**src/inc/pae_defs.svh**
```systemverilog
/*
 * offsets, field positions, reset values and timing counts of the
 * expansion / energy-detect power-down register bank.
 * assumes a 50 MHz core clock.
 */
`ifndef PAE_DEFS_SVH
`define PAE_DEFS_SVH

`define PAE_OFS_EXPANSION   5'h06
`define PAE_OFS_PULSE_CFG   5'h10
`define PAE_OFS_MODE_CTL    5'h11
`define PAE_OFS_INT_SRC     5'h1D

`define PAE_EXP_PDF_BIT     4
`define PAE_EXP_LPNP_BIT    3
`define PAE_EXP_NP_BIT      2
`define PAE_EXP_PR_BIT      1
`define PAE_EXP_LPAN_BIT    0

`define PAE_CFG_TXEN_BIT    15
`define PAE_CFG_TXIV_HI     14
`define PAE_CFG_TXIV_LO     13
`define PAE_CFG_WAKE1_BIT   12
`define PAE_CFG_RXIV_HI     11
`define PAE_CFG_RXIV_LO     10
`define PAE_CFG_XOVER_BIT   0
`define PAE_CFG_WMASK       16'hFC01

`define PAE_MODE_PDEN_BIT   13
`define PAE_MODE_EPRES_BIT  1
`define PAE_MODE_R0_BIT     0

`define PAE_INT_PDF_BIT     2
`define PAE_INT_PR_BIT      1

`define PAE_RST_CFG         16'h0000
`define PAE_RST_NP_ABLE     1'b0

`define PAE_CLK_HZ          50000000
`define PAE_MS_CYC          (`PAE_CLK_HZ / 1000)
`define PAE_T_ENERGY_MS     256
`define PAE_T_XOVER_EXT_MS  1984

`endif

```
**src/inc/pae_pkg.sv**
```systemverilog
/*
 * types shared by the expansion / power-down register bank.
 * assumes pae_defs.svh is on the include path.
 */
`default_nettype none
package pae_pkg;
	typedef logic [27:0] pae_cnt_t;

	typedef struct packed {
		logic       pulse_tx_en;
		logic [1:0] pulse_tx_iv;
		logic       wake_single;
		logic [1:0] wake_pair_iv;
		logic       xover_ext;
	} pae_cfg_s;

	typedef enum logic [1:0] {
		PAE_AWAKE,
		PAE_ASLEEP,
		PAE_GOT_ONE
	} pae_pwr_e;
endpackage : pae_pkg
`default_nettype wire

```
**src/rtl/pae_interval.sv**
```systemverilog
/*
 * free interval timer: pulses done when the chosen limit in clock cycles elapses.
 * assumes a 50 MHz clock; run low holds it cleared.
 */
`default_nettype none
`include "pae_defs.svh"
module pae_interval
	import pae_pkg::*;
(
	input  wire logic     clk,
	input  wire logic     rst,
	input  wire logic     run,
	input  wire logic     restart,
	input  wire pae_cnt_t limit,
	output logic          done
);
	pae_cnt_t cnt_q;

	always_ff @(posedge clk or posedge rst) begin
		if (rst) begin
			cnt_q <= '0;
		end else if (!run || restart || done) begin
			cnt_q <= '0;
		end else begin
			cnt_q <= cnt_q + 28'h1;
		end
	end

	assign done = run && !restart && (cnt_q + 28'h1 >= limit);
endmodule : pae_interval
`default_nettype wire

```
**src/rtl/pae_latch.sv**
```systemverilog
/*
 * latched-high status flag cleared by a read of its register.
 * an event in the read cycle keeps the flag set.
 */
`default_nettype none
module pae_latch (
	input  wire logic clk,
	input  wire logic rst,
	input  wire logic soft_rst,
	input  wire logic event_in,
	input  wire logic rd_clr,
	output logic      flag
);
	logic flag_q;

	always_ff @(posedge clk or posedge rst) begin
		if (rst) begin
			flag_q <= 1'b0;
		end else if (event_in) begin
			flag_q <= 1'b1;
		end else if (rd_clr || soft_rst) begin
			flag_q <= 1'b0;
		end
	end

	assign flag = flag_q;
endmodule : pae_latch
`default_nettype wire

```
**src/rtl/pae_regs.sv**
```systemverilog
/*
 * expansion status and energy-detect power-down register bank.
 * assumes a management port giving one-cycle read/write strobes with a
 * 5-bit register index, and line-side events synchronous to CLK.
 */
// Notes on behaviour
// - parallel detection fault latched until read
// - partner next page ability in bit 3
// - local next page ability, resets 0
// - page received latched until read
// - partner auto-negotiation ability in bit 0
// - bit 15 enables periodic power-down pulses
// - bits 14:13 choose pulse spacing
// - bit 12 wakes on one pulse
// - bit 0 extends crossover by 1984 ms
// - power-down only while mode bit 13 set
// - interrupt source flags for fault, page
`default_nettype none
`include "pae_defs.svh"
module pae_regs
	import pae_pkg::*;
(
	input  wire logic        CLK,
	input  wire logic        RST,
	input  wire logic        SOFT_RST,
	input  wire logic        REG_RD,
	input  wire logic        REG_WR,
	input  wire logic [4:0]  REG_ADDR,
	input  wire logic [15:0] REG_WDATA,
	output logic      [15:0] REG_RDATA,
	input  wire logic        PD_FAULT,
	input  wire logic        PAGE_RX,
	input  wire logic        LP_NP_ABLE,
	input  wire logic        LP_AN_ABLE,
	input  wire logic        LINE_ENERGY,
	input  wire logic        RX_PULSE,
	input  wire logic        XOVER_ACTIVE,
	output logic             TX_PULSE,
	output logic             POWERED_DOWN,
	output logic             XOVER_EXTEND,
	output logic             ENERGY_PRESENT
);
	pae_cfg_s  cfg_q;
	logic      pden_q;
	logic      mode_r0_q;
	logic      energy_q;
	pae_pwr_e  pwr_q;
	logic      tx_pulse_q;
	logic      xext_q;
	logic [15:0] rdata_q;
	logic      pdf_flag;
	logic      pr_flag;
	logic      int_pdf;
	logic      int_pr;
	logic      rd_exp;
	logic      rd_int;
	logic      tx_done;
	logic      rx_done;
	logic      quiet_done;
	logic      xo_done;
	logic      sleeping;
	logic      pden_off;

	function automatic pae_cnt_t ms_cyc(input int ms);
		ms_cyc = pae_cnt_t'(ms * `PAE_MS_CYC);
	endfunction : ms_cyc

	function automatic pae_cnt_t tx_limit(input logic [1:0] sel);
		case (sel)
			2'h0:    tx_limit = ms_cyc(1000);
			2'h1:    tx_limit = ms_cyc(768);
			2'h2:    tx_limit = ms_cyc(512);
			default: tx_limit = ms_cyc(256);
		endcase
	endfunction : tx_limit

	function automatic pae_cnt_t rx_limit(input logic [1:0] sel);
		case (sel)
			2'h0:    rx_limit = ms_cyc(64);
			2'h1:    rx_limit = ms_cyc(256);
			2'h2:    rx_limit = ms_cyc(512);
			default: rx_limit = ms_cyc(1000);
		endcase
	endfunction : rx_limit

	assign rd_exp = REG_RD && (REG_ADDR == `PAE_OFS_EXPANSION);
	assign rd_int = REG_RD && (REG_ADDR == `PAE_OFS_INT_SRC);
	assign sleeping = (pwr_q != PAE_AWAKE);
	// leave power-down in the same edge that clears the enable bit
	assign pden_off = REG_WR && (REG_ADDR == `PAE_OFS_MODE_CTL) && !REG_WDATA[`PAE_MODE_PDEN_BIT];

	// latched-high flags
	pae_latch u_pdf (.clk(CLK), .rst(RST), .soft_rst(SOFT_RST), .event_in(PD_FAULT),
		.rd_clr(rd_exp), .flag(pdf_flag));
	pae_latch u_pr (.clk(CLK), .rst(RST), .soft_rst(SOFT_RST), .event_in(PAGE_RX),
		.rd_clr(rd_exp), .flag(pr_flag));
	pae_latch u_ipdf (.clk(CLK), .rst(RST), .soft_rst(SOFT_RST), .event_in(PD_FAULT),
		.rd_clr(rd_int), .flag(int_pdf));
	pae_latch u_ipr (.clk(CLK), .rst(RST), .soft_rst(SOFT_RST), .event_in(PAGE_RX),
		.rd_clr(rd_int), .flag(int_pr));

	// configuration writes
	always_ff @(posedge CLK or posedge RST) begin
		if (RST) begin
			cfg_q <= pae_cfg_s'(7'h00);
		end else if (SOFT_RST) begin
			cfg_q <= pae_cfg_s'(7'h00);
		end else if (REG_WR && REG_ADDR == `PAE_OFS_PULSE_CFG) begin
			cfg_q.pulse_tx_en  <= REG_WDATA[`PAE_CFG_TXEN_BIT];
			cfg_q.pulse_tx_iv  <= REG_WDATA[`PAE_CFG_TXIV_HI:`PAE_CFG_TXIV_LO];
			cfg_q.wake_single  <= REG_WDATA[`PAE_CFG_WAKE1_BIT];
			cfg_q.wake_pair_iv <= REG_WDATA[`PAE_CFG_RXIV_HI:`PAE_CFG_RXIV_LO];
			cfg_q.xover_ext    <= REG_WDATA[`PAE_CFG_XOVER_BIT];
		end
	end

	always_ff @(posedge CLK or posedge RST) begin
		if (RST) begin
			pden_q    <= 1'b0;
			mode_r0_q <= 1'b0;
		end else if (SOFT_RST) begin
			pden_q    <= 1'b0;
			mode_r0_q <= 1'b0;
		end else if (REG_WR && REG_ADDR == `PAE_OFS_MODE_CTL) begin
			pden_q    <= REG_WDATA[`PAE_MODE_PDEN_BIT];
			mode_r0_q <= REG_WDATA[`PAE_MODE_R0_BIT];
		end
	end

	// energy presence, kept across soft reset
	pae_interval u_quiet (.clk(CLK), .rst(RST), .run(energy_q), .restart(LINE_ENERGY),
		.limit(ms_cyc(`PAE_T_ENERGY_MS)), .done(quiet_done));

	always_ff @(posedge CLK or posedge RST) begin
		if (RST) begin
			energy_q <= 1'b1;
		end else if (LINE_ENERGY) begin
			energy_q <= 1'b1;
		end else if (quiet_done) begin
			energy_q <= 1'b0;
		end
	end

	// power-down state
	pae_interval u_rxwin (.clk(CLK), .rst(RST), .run(pwr_q == PAE_GOT_ONE),
		.restart(1'b0), .limit(rx_limit(cfg_q.wake_pair_iv)), .done(rx_done));

	always_ff @(posedge CLK or posedge RST) begin
		if (RST) begin
			pwr_q <= PAE_AWAKE;
		end else if (SOFT_RST || !pden_q || pden_off) begin
			pwr_q <= PAE_AWAKE;
		end else begin
			case (pwr_q)
				PAE_AWAKE: begin
					if (!energy_q) pwr_q <= PAE_ASLEEP;
				end
				PAE_ASLEEP: begin
					if (LINE_ENERGY && !RX_PULSE) pwr_q <= PAE_AWAKE;
					else if (RX_PULSE && cfg_q.wake_single) pwr_q <= PAE_AWAKE;
					else if (RX_PULSE) pwr_q <= PAE_GOT_ONE;
				end
				PAE_GOT_ONE: begin
					if (RX_PULSE) pwr_q <= PAE_AWAKE;
					else if (rx_done) pwr_q <= PAE_ASLEEP;
				end
				default: pwr_q <= PAE_AWAKE;
			endcase
		end
	end

	// periodic link pulses while asleep
	pae_interval u_txiv (.clk(CLK), .rst(RST), .run(sleeping && cfg_q.pulse_tx_en),
		.restart(1'b0), .limit(tx_limit(cfg_q.pulse_tx_iv)), .done(tx_done));

	always_ff @(posedge CLK or posedge RST) begin
		if (RST) begin
			tx_pulse_q <= 1'b0;
		end else begin
			tx_pulse_q <= tx_done && sleeping && cfg_q.pulse_tx_en;
		end
	end

	// crossover extension
	pae_interval u_xo (.clk(CLK), .rst(RST), .run(XOVER_ACTIVE && cfg_q.xover_ext),
		.restart(1'b0), .limit(ms_cyc(`PAE_T_XOVER_EXT_MS)), .done(xo_done));

	always_ff @(posedge CLK or posedge RST) begin
		if (RST) begin
			xext_q <= 1'b0;
		end else if (!XOVER_ACTIVE || !cfg_q.xover_ext || xo_done) begin
			xext_q <= 1'b0;
		end else begin
			xext_q <= 1'b1;
		end
	end

	// read data
	always_ff @(posedge CLK or posedge RST) begin
		if (RST) begin
			rdata_q <= 16'h0000;
		end else if (REG_RD) begin
			rdata_q <= 16'h0000;
			case (REG_ADDR)
				`PAE_OFS_EXPANSION: begin
					rdata_q[`PAE_EXP_PDF_BIT]  <= pdf_flag || PD_FAULT;
					rdata_q[`PAE_EXP_LPNP_BIT] <= LP_NP_ABLE;
					rdata_q[`PAE_EXP_NP_BIT]   <= `PAE_RST_NP_ABLE;
					rdata_q[`PAE_EXP_PR_BIT]   <= pr_flag || PAGE_RX;
					rdata_q[`PAE_EXP_LPAN_BIT] <= LP_AN_ABLE;
				end
				`PAE_OFS_PULSE_CFG: begin
					rdata_q[`PAE_CFG_TXEN_BIT]  <= cfg_q.pulse_tx_en;
					rdata_q[`PAE_CFG_TXIV_HI:`PAE_CFG_TXIV_LO] <= cfg_q.pulse_tx_iv;
					rdata_q[`PAE_CFG_WAKE1_BIT] <= cfg_q.wake_single;
					rdata_q[`PAE_CFG_RXIV_HI:`PAE_CFG_RXIV_LO] <= cfg_q.wake_pair_iv;
					rdata_q[`PAE_CFG_XOVER_BIT] <= cfg_q.xover_ext;
				end
				`PAE_OFS_MODE_CTL: begin
					rdata_q[`PAE_MODE_PDEN_BIT]  <= pden_q;
					rdata_q[`PAE_MODE_EPRES_BIT] <= energy_q;
					rdata_q[`PAE_MODE_R0_BIT]    <= mode_r0_q;
				end
				`PAE_OFS_INT_SRC: begin
					rdata_q[`PAE_INT_PDF_BIT] <= int_pdf || PD_FAULT;
					rdata_q[`PAE_INT_PR_BIT]  <= int_pr || PAGE_RX;
				end
				default: rdata_q <= 16'h0000;
			endcase
		end
	end

	// outputs from flip-flops
	logic pd_out_q;
	always_ff @(posedge CLK or posedge RST) begin
		if (RST) begin
			pd_out_q <= 1'b0;
		end else begin
			pd_out_q <= sleeping;
		end
	end

	assign REG_RDATA      = rdata_q;
	assign TX_PULSE       = tx_pulse_q;
	assign POWERED_DOWN   = pd_out_q;
	assign XOVER_EXTEND   = xext_q;
	assign ENERGY_PRESENT = energy_q;

	// checks
	a_pdf_latched: assert property (@(posedge CLK) disable iff (RST)
		PD_FAULT |=> pdf_flag) else $error("fault flag not latched");
	a_pr_latched: assert property (@(posedge CLK) disable iff (RST)
		PAGE_RX && !SOFT_RST |=> pr_flag) else $error("page flag not latched");
	a_rd_clears: assert property (@(posedge CLK) disable iff (RST)
		rd_exp && !PD_FAULT |=> !pdf_flag) else $error("read did not clear fault");
	a_int_pdf: assert property (@(posedge CLK) disable iff (RST)
		PD_FAULT |=> int_pdf) else $error("interrupt fault flag missing");
	a_pd_gate: assert property (@(posedge CLK) disable iff (RST)
		!pden_q |-> pwr_q == PAE_AWAKE) else $error("asleep while disabled");
	a_wake_one: assert property (@(posedge CLK) disable iff (RST)
		pwr_q == PAE_ASLEEP && RX_PULSE && cfg_q.wake_single && pden_q && !SOFT_RST
		|=> pwr_q == PAE_AWAKE) else $error("single pulse did not wake");
	a_wake_two: assert property (@(posedge CLK) disable iff (RST)
		pwr_q == PAE_ASLEEP && RX_PULSE && !cfg_q.wake_single && pden_q && !SOFT_RST
		&& !pden_off |=> pwr_q == PAE_GOT_ONE) else $error("first pulse woke device");
	a_tx_gate: assert property (@(posedge CLK) disable iff (RST)
		TX_PULSE |-> $past(cfg_q.pulse_tx_en) && $past(sleeping))
		else $error("pulse sent while not allowed");
	a_energy_set: assert property (@(posedge CLK) disable iff (RST)
		LINE_ENERGY |=> energy_q) else $error("energy not set");
	a_np_zero: assert property (@(posedge CLK) disable iff (RST)
		$past(rd_exp) |-> !REG_RDATA[`PAE_EXP_NP_BIT]) else $error("next page able set");
	c_sleep: cover property (@(posedge CLK) pwr_q == PAE_ASLEEP);
	c_tx: cover property (@(posedge CLK) TX_PULSE);
	c_two: cover property (@(posedge CLK) pwr_q == PAE_GOT_ONE ##1 pwr_q == PAE_AWAKE);
	c_rd_race: cover property (@(posedge CLK) rd_exp && PD_FAULT);
endmodule : pae_regs
`default_nettype wire

```
**config.mk**
```make
export PLATFORM = sky130hd
export DESIGN_NAME = pae_regs
export DESIGN_NICKNAME = d
export VERILOG_FILES = /design/src/inc/pae_pkg.sv /design/src/rtl/pae_interval.sv /design/src/rtl/pae_latch.sv /design/src/rtl/pae_regs.sv
export VERILOG_INCLUDE_DIRS = /design/src /design/src/inc
export SDC_FILE = /design/constraint.sdc
export NUM_CORES = 1
export LEC_CHECK = 0
export BUFFER_PORTS_ARGS = -buffer_cell sky130_fd_sc_hd__buf_4
export CAP_MARGIN = 20
export CORE_MARGIN = 2
export CORE_UTILIZATION = 60
export CTS_BUF_LIST = sky130_fd_sc_hd__clkbuf_16
export CTS_CLUSTER_DIAMETER = 50
export DETAILED_ROUTE_END_ITERATION = 8
export GPL_TIMING_DRIVEN = 0
export PLACE_DENSITY = 0.78
export REMOVE_ABC_BUFFERS = 1
export SLEW_MARGIN = 20
export SYNTH_ARGS = -nofsm -noshare
export SYNTH_HDL_FRONTEND = slang
export SYNTH_HIERARCHICAL = 1
export SYNTH_SLANG_ARGS = --single-unit
```
**constraint.sdc**
```tcl
create_clock -name CLK -period 9.1 [get_ports CLK]
set_input_delay 0.455 -clock CLK [delete_from_list [all_inputs] [get_ports CLK]]
set_output_delay 0.455 -clock CLK [all_outputs]
set_load 0.005 [all_outputs]
```
Word-level counts from Yosys, hierarchy flattened:

Cells that the tools add are included.
W data, S select, Z words.

* bits in registers: 142
* logic and storage cells: 131

* $add $sub $neg: 4
* magnitude comparators: 4
* equality and inequality tests: 13
* muxes and demuxes: 36
* reduce and logical (&&, ||, !) cells: 53

Operators with widths (number)
* $pmux W26 S3: 2
* $add A28 B1 Y28 const B: 4
* $mux W28: 4
* $ge A28 B26 Y1: 2
* $ge A28 B24 Y1 const B: 1
* $ge A28 B27 Y1 const B: 1
* $mux W2: 9
* $logic_and A1 B1 Y1: 16
* $reduce_bool A2 Y1: 8
* $eq A5 B5 Y1 const B: 3
* $logic_or A1 B1 Y1: 15
* $mux W1: 14
* $mux W7: 2
* $logic_not A1 Y1: 10
* $eq A2 B1 Y1 const B: 3
* $eq A2 B2 Y1 const B: 3
* $logic_not A2 Y1: 3
* $pmux W1 S3: 2
* $pmux W2 S3: 1
* $eq A5 B3 Y1 const B: 1
* $ne A5 B5 Y1 const B: 1
* $ne A4 B4 Y1 const B: 1
* $mux W3: 1
* $ne A3 B3 Y1 const B: 1
* other kinds (2): 2

Logic depth before layout (Yosys ltp):

Gate-level depths: netlist (run 1).

* depth after elaboration: 8
* mapped depth: 14
* gate-level depth less buffers: 14

Hierarchy:

The synthesis (run 1) kept the hierarchy.

By module, submodules not included
* pae_interval: times used 4, cells an instance 240, area each 2283.4 um^2, seq. area each 700.7 um^2
* pae_regs: times used 1, cells an instance 151, area each 1423.9 um^2, seq. area each 651.9 um^2
* pae_latch: times used 4, cells an instance 4, area each 40.0 um^2, seq. area each 25.0 um^2

Worst setup path after synthesis (run 1):

No wires, ideal clock.

* path type: flip-flop to flip-flop
* start point: register u_rxwin.cnt_q[0]
* end point: register pwr_q[1]
* library setup time: 0.125 ns
* arrival time: 2.943 ns
* required time: 8.975 ns
* path slack: 6.032 ns
* stages on the path, launching flop included: 15
* path buffers: 1
* period minus slack after synthesis: 3.068 ns
* path through: dfrtp_1 ha_1 and4_1 nand4_4 nor4_1 xnor2_1 ha_1 nand4_1 nor4_1 o311a_1 buf_6 o21a_1 inv_1 a32oi_1 nor3_1

* word-level cells in the longest chain between the ends: 5

RTL lines
* from (decl): line pae_interval.sv:17 `pae_cnt_t cnt_q;`
* from (signal assigned): line pae_interval.sv:25 `cnt_q <= cnt_q + 28'h1;`
* $add A28 B1 Y28: line pae_interval.sv:29 `assign done = run && !restart && (cnt_q + 28'h1 >= limit);`
* $ge A28 B26 Y1: line pae_interval.sv:29
* $logic_and A1 B1 Y1: line pae_interval.sv:29
* via rx_done: line pae_regs.sv:58 `logic rx_done;`
* $ne A4 B4 Y1 (no source line)
* $reduce_and A3 Y1 (no source line)
* to (signal assigned): line pae_regs.sv:150 `pwr_q <= PAE_AWAKE;`
* to (signal assigned): line pae_regs.sv:152 `pwr_q <= PAE_AWAKE;`
* to (signal assigned): line pae_regs.sv:156 `if (!energy_q) pwr_q <= PAE_ASLEEP;`
* to (decl): line pae_regs.sv:47 `pae_pwr_e pwr_q;`

The timed path passes the listed nets, and every way through them passes these cells.
A chain may end at the register's enable or synchronous reset.

Worst setup path after layout (run 1):

Same ends and word-level chain as after synthesis.

==> flow_summary.json, run 1 <==
{
  "outcome": "completed",
  "post_cts_buffers": 0,
  "async_flop_share_pct": 100.0,
  "ys_seq_elements": 142,
  "switchingPower_uw": 312.0,
  "drt_first_iter_violations": 505,
  "drt-total-wl_mm": 21.78,
  "yosysWarningCount": 6,
  "yosysSeqAreaShare_pct": 33.17,
  "n_antenna_cell": 0,
  "synth_area_um2": 10720,
  "setup_viol": 0,
  "first_pass_iters": 5,
  "maxCapViolCount": 0,
  "skew_ns": 0.01018,
  "cp_cell_sequence": "ha_1 -> and4_1 -> nand4_4 -> nor4_1 -> xnor2_1 -> ha_1 -> nand4_1 -> nor4_1 -> o311a_2 -> o21a_1 -> inv_1 -> a32oi_1 -> nor3_1",
  "rows": 48,
  "nets": 1392,
  "port_buffers": 38,
  "fin_cells": 1472,
  "wl_per_cell_um": 14.80,
  "final_cell_mix": "inv_1 (147), dfrtp_1 (141), ha_1 (123), conb_1 (89)",
  "final_antenna_net_count": 0,
  "clkPwrFrac_pct": 47.1,
  "layout.cells.most_common": "inv_1",
  "avgSynthCellArea_um2": 9.510,
  "critical_path.slowest_cell": "o311a_2",
  "critPathBufInv": 1,
  "synthDistinctLibCells": 55,
  "cts_resized": 0,
  "power.density_nw_per_um2": 115.2,
  "critical-path-top-delay-family": "simple AND/OR/NAND/NOR gates",
  "design_area_um2": 11910,
  "clock_latency_ns": 0.42,
  "intPower_uw": 1060,
  "worstPathArrival_ns": 4.44,
  "cts_tree": "built",
  "tightest_slew_ns": 0.9652,
  "p_sw_share_pct": 22.73,
  "setup_tns_ns": 0,
  "crit_end": "pwr_q[1]$_DFFE_PP0P_",
  "reg2reg_from": "u_rxwin/cnt_q[0]$_DFF_PP0_",
  "worst-setup-path-type": "reg2reg",
  "worstPathMaxFanout": 29,
  "p_leak_uw": 0.005974,
  "r2r_end": "pwr_q[1]$_DFFE_PP0P_",
  "pwr-share-seq_pct": 46.6,
  "worst_setup_path_end_kind": "flop",
  "hpwl_mm": 15.74,
  "relSlewSlack_pct": 35.58,
  "hold_class": "in2reg",
  "combPwrFrac_pct": 6.3,
  "rsz0062_at_grt": "no",
  "clockBufferDepth": 2,
  "viasPerCell": 5.502,
  "overflow": 0,
  "startpoint": "u_rxwin/cnt_q[0]$_DFF_PP0_",
  "grt_max_degree": 30,
  "areaGrowthSynthToFinish_pct": 11.15,
  "die_h_um": 137.7,
  "placedCellCount": 1441,
  "total_power_uw": 1372,
  "place_area_um2": 11370,
  "fill_cells": 1387,
  "synth_edf_count": 0,
  "r2r_cells": 13,
  "drive_gt1_share_pct": 11.71,
  "worstHoldStart": "PAGE_RX",
  "initial_core_util_pct": 61.75,
  "ys.flop_type": "dfrtp_1",
  "fp.dieW_um": 137.7,
  "ir_worst_vdd_uv": 139.7,
  "clk_pin_slew_ns": 0.06,
  "hold_violations": 0,
  "grt_pass1_vias": 8080,
  "grt_util_all_layers_pct": 24.55,
  "grt_pass1_wl_mm": 37.09,
  "maxSlewViolCount": 0,
  "cp_num_cells": 13,
  "dieArea_um2": 18950,
  "gp_congestion": 0.8394,
  "finalCritPeriodShare_pct": 45.50,
  "cts_hold_buffers": 1,
  "critPathMaxStageDelay_ns": 0.77,
  "vias": 8099,
  "cts_made_buffers": 17,
  "start_kind": "flop",
  "crit_required_ns": 9.40,
  "period_minus_slack_ns": 4.140,
  "ios": 53,
  "cts-htree-levels": 4,
  "synthCells": 1127,
  "fmax_ghz": 0.2415,
  "cts_num_sinks": 142,
  "hold_ws_ns": 0.2428,
  "core-area_um2": 17360,
  "antenna_found_initial": 0,
  "r2r_setup_slack_ns": 4.96,
  "cts-root-buf": "clkbuf_16",
  "drc": 0
}
==> routing by layer <==
metal  global-route usage [%]  vias up  share of wire (%)  wire (µm)
li1                         -     4056                  -          -
met1                    31.34     3865                 45       9771
met2                    42.62      159                 50      10830
met3                    5.077       19                4.4        951
met4                    5.899        0                1.0        225
met5                        0        -                  0          0
==> cells by family after synthesis <==
kind of cell | count (synthesis) | share of synthesized area [%]
other cells | 2 | 0.07007
xor+xnor | 104 | 8.499
mux | 11 | 1.027
buf+inv | 184 | 7.506
flops | 142 | 33.17
fa+ha+maj | 123 | 14.36
simple gates | 447 | 27.88
compound gates | 114 | 7.495
==> synth_stat cells, types with 4 or more instances <==
| library cell | instances | area (µm²) |
|---|---|---|
| a2111oi_4 | 4 | 110.1 |
| a21o_1 | 13 | 97.59 |
| a21oi_1 | 42 | 210.2 |
| a221oi_1 | 5 | 43.79 |
| a22oi_1 | 6 | 45.04 |
| and2_1 | 19 | 118.9 |
| and3_1 | 15 | 93.84 |
| and4_1 | 16 | 140.1 |
| buf_2 | 16 | 80.08 |
| buf_4 | 5 | 37.54 |
| buf_6 | 10 | 112.6 |
| clkbuf_1 | 4 | 15.01 |
| dfrtp_1 | 141 | 3528 |
| ha_1 | 123 | 1539 |
| inv_1 | 148 | 555.5 |
| mux2i_1 | 11 | 110.1 |
| nand2_1 | 55 | 206.5 |
| nand2b_4 | 4 | 55.05 |
| nand3_1 | 55 | 275.3 |
| nand3_2 | 4 | 40.04 |
| nand4_1 | 48 | 300.3 |
| nand4_2 | 4 | 50.05 |
| nand4_4 | 4 | 85.08 |
| nor2_1 | 55 | 206.5 |
| nor2b_1 | 6 | 37.54 |
| nor3_1 | 19 | 95.09 |
| nor3_2 | 4 | 40.04 |
| nor3b_1 | 64 | 480.5 |
| nor3b_2 | 44 | 550.5 |
| nor4_1 | 16 | 100.1 |
| o21a_1 | 8 | 60.06 |
| o21ai_0 | 12 | 60.06 |
| o21ai_1 | 9 | 45.04 |
| o311a_1 | 4 | 40.04 |
| o32ai_1 | 4 | 35.03 |
| or2_2 | 6 | 37.54 |
| xnor2_1 | 64 | 560.5 |
| xor2_1 | 40 | 350.3 |
==> registers in the layout, summed over array words and instances (netlist names) <==
signal	flops
u_xo/cnt_q	28
pden_q	1
cfg_q	7
u_ipr/flag	1
u_pdf/flag	1
POWERED_DOWN	1
pwr_q	2
ENERGY_PRESENT	1
u_rxwin/cnt_q	28
u_pr/flag	1
XOVER_EXTEND	1
u_txiv/cnt_q	28
mode_r0_q	1
u_ipdf/flag	1
REG_RDATA	11
TX_PULSE	1
u_quiet/cnt_q	28
==> metrics by stage <==
stage | setup WS (ns) | utilization (%)
after floorplan | 5.429 | -
after global placement | 4.640 | 65.46
after detailed placement | 5.000 | 65.49
after CTS | 4.957 | 68.63
after global routing | 4.602 | 68.63
final | 4.960 | 68.63
==> final cells by class <==
cell class                 count  area (µm²)  share of cell area [%]
inverter                     148       555.5                   4.663
timing repair buffer          39       295.3                   2.479
clock inverter                13       110.1                  0.9243
multi-input combinational    888        6690                   56.16
sequential                   142        3555                   29.84
clock buffer                  17       425.4                   3.571
tap                          225       281.5                   2.363
==> worst reg2reg max path, stage by stage (launching register included) <==
cell and delay [ns]:
dfrtp_1 0.41, ha_1 0.23, and4_1 0.34, nand4_4 0.20
nor4_1 0.40, xnor2_1 0.15, ha_1 0.30, nand4_1 0.16
nor4_1 0.55, o311a_2 0.77, o21a_1 0.26, inv_1 0.04
a32oi_1 0.15, nor3_1 0.06
==> power by group through the flow <==
stage	combinational (µW)	sequential [µW]	clock, µW
2_1_floorplan	56.6	649	0
5_1_grt	101	639	688
6_report	86.9	639	647
4_1_cts	86.1	639	658
3_3_place_gp	83.0	650	0
3_5_place_dp	84.9	650	0
==> how the worst min path moves through the flow <==
stage	endpoint	slack, ns	cells after the start
global route	u_ipr/flag$_DFFE_PP0P_	0.24	2
detailed placement	u_ipr/flag$_DFFE_PP0P_	0.39	2
floorplan	u_ipdf/flag$_DFFE_PP0P_	0.18	1
global placement	u_ipdf/flag$_DFFE_PP0P_	0.39	2
finish	u_ipr/flag$_DFFE_PP0P_	0.24	2
CTS	u_ipr/flag$_DFFE_PP0P_	0.23	2
Power figures use the tool's default switching activity.
==> run 2: changes to the inputs <==
==> constraint.sdc (replaced) <==
create_clock -name CLK -period 4.3 [get_ports CLK]
set_input_delay 0.215 -clock CLK [delete_from_list [all_inputs] [get_ports CLK]]
set_output_delay 0.215 -clock CLK [all_outputs]
set_load 0.005 [all_outputs]
==> flow_summary.json, run 2 (synthesized netlist as in run 1, its figures left out) <==
{
  "outcome": "completed",
  "setup_viol": 0,
  "cts-htree-levels": 4,
  "grt_pass1_vias": 8071,
  "post_cts_buffers": 0,
  "grt.busiest_layer": "met2",
  "drt-total-wl_mm": 21.86,
  "period_minus_slack_ns": 3.990,
  "hold_violations": 0,
  "cts_made_buffers": 17,
  "p_leak_uw": 0.005970,
  "fmax_ghz": 0.2506,
  "met3_usage_pct": 5.114,
  "wl_per_cell_um": 14.84,
  "crit_required_ns": 4.64,
  "tightest_slew_ns": 0.9642,
  "clock_latency_ns": 0.42,
  "layout.cells.most_common": "inv_1",
  "cp_cell_sequence": "ha_1 -> and4_1 -> nand4_4 -> nor4_1 -> xnor2_1 -> ha_1 -> nand4_1 -> nor4_1 -> o311a_2 -> o21a_1 -> inv_1 -> a21o_1",
  "cts_tree": "built",
  "grt_util_all_layers_pct": 24.57,
  "design_area_um2": 11940,
  "die_h_um": 137.7,
  "dieArea_um2": 18950,
  "fp.dieW_um": 137.7,
  "antenna_found_initial": 0,
  "worstPathArrival_ns": 4.33,
  "start_kind": "flop",
  "place_area_um2": 11370,
  "grt_max_degree": 30,
  "port_buffers": 38,
  "cts_num_sinks": 142,
  "worst_setup_path_end_kind": "flop",
  "power.density_nw_per_um2": 243.4,
  "final_antenna_net_count": 0,
  "maxSlewViolCount": 0,
  "rsz0062_at_grt": "no",
  "maxCapViolCount": 0,
  "grt_util_met2_pct": 42.32,
  "ios": 53,
  "nets": 1393,
  "vias": 8096,
  "worst-setup-path-type": "reg2reg",
  "overflow": 0,
  "setup_tns_ns": 0,
  "hpwl_mm": 15.74,
  "critPathMaxStageDelay_ns": 0.76,
  "drive_gt1_share_pct": 11.78,
  "fin_cells": 1473,
  "core-area_um2": 17360,
  "drc": 0,
  "critical_path.slowest_cell": "o311a_2",
  "placedCellCount": 1441,
  "met1_usage_pct": 31.55,
  "grt_pass1_wl_mm": 37.12,
  "gp_congestion": 0.8394,
  "final_util_pct": 68.79,
  "cts-root-buf": "clkbuf_16",
  "viasPerCell": 5.496,
  "initial_core_util_pct": 61.75,
  "ir_worst_vdd_uv": 296.0,
  "relSlewSlack_pct": 35.65,
  "drt_first_iter_violations": 454,
  "finalCritPeriodShare_pct": 92.78,
  "worstPathMaxFanout": 29,
  "n_antenna_cell": 0,
  "clockBufferDepth": 2,
  "rows": 48,
  "clk_pin_slew_ns": 0.06,
  "total_power_uw": 2907,
  "final_cell_mix": "inv_1 (147), dfrtp_1 (141), ha_1 (123), conb_1 (89)",
  "areaGrowthSynthToFinish_pct": 11.39,
  "hold_class": "in2reg",
  "skew_ns": 0.009986,
  "first_pass_iters": 5
}
[run 2: report_power, final]
| part | internal [µW] | switching (µW) | total, µW | leakage [µW] |
|---|---|---|---|---|
| Sequential | 1350 | 6.77 | 1350 | 0.00196 |
| Combinational | 70.6 | 114 | 185 | 0.00373 |
| Clock | 829 | 541 | 1370 | 0.000276 |
| Total | 2240 | 662 | 2910 | 0.00597 |
[run 2: per-layer routing]
metal / wire length, µm / up-vias
li1: - / 4059
met1: 9917 / 3866
met2: 10790 / 148
met3: 877 / 23
met4: 271 / 0
met5: 0 / -
[run 2: final timing paths]
path	start	end	slack [ns]	cells after the start
min in group asynchronous	RST	u_ipr/flag$_DFFE_PP0P_	0.29	3
setup reg to reg	u_quiet/cnt_q[0]$_DFF_PP0_	ENERGY_PRESENT$_DFFE_PP1P_	0.31	12
setup / recovery	u_quiet/cnt_q[0]$_DFF_PP0_	ENERGY_PRESENT$_DFFE_PP1P_	0.31	12
hold reg to reg	u_pr/flag$_DFFE_PP0P_	u_pr/flag$_DFFE_PP0P_	0.48	1
hold / removal	PD_FAULT	u_ipdf/flag$_DFFE_PP0P_	0.02	2
max in group asynchronous	RST	REG_RDATA[10]$_DFFE_PP0P_	3.03	3
[run 2: critical path: cells and delay by family, from the launching register on]
family / cells / cell delay [ns]
fa+ha+maj: 2 / 0.52
buf+inv: 1 / 0.06
xor+xnor: 1 / 0.14
flops: 1 / 0.43
compound gates: 3 / 1.17
simple gates: 5 / 1.59
[run 2: layout make-up]
class	instances	area [µm²]
Timing Repair Buffer	40	305.3
Multi-Input combinational cell	888	6706
Tap cell	225	281.5
Fill cell	1387	5418
Inverter	148	555.5
Sequential cell	142	3555
Clock buffer	17	425.4
Clock inverter	13	110.1
[run 2: per-stage QoR]
stage	hold slack, ns	worst slack [ns]
global placement	0.1523	-0.1604
global route	0.01458	0.02902
detailed placement	0.1516	0.2003
CTS	0.008686	0.1571
finish	0.02349	0.3103
floorplan	-0.05629	0.6288
[run 2: timing repair]
item / CTS / global route
endpoints found under the hold margin: 62 / 0
hold buffers: 2 / 0
setup endpoints to repair: 0 / 2
resized for setup: 0 / 2
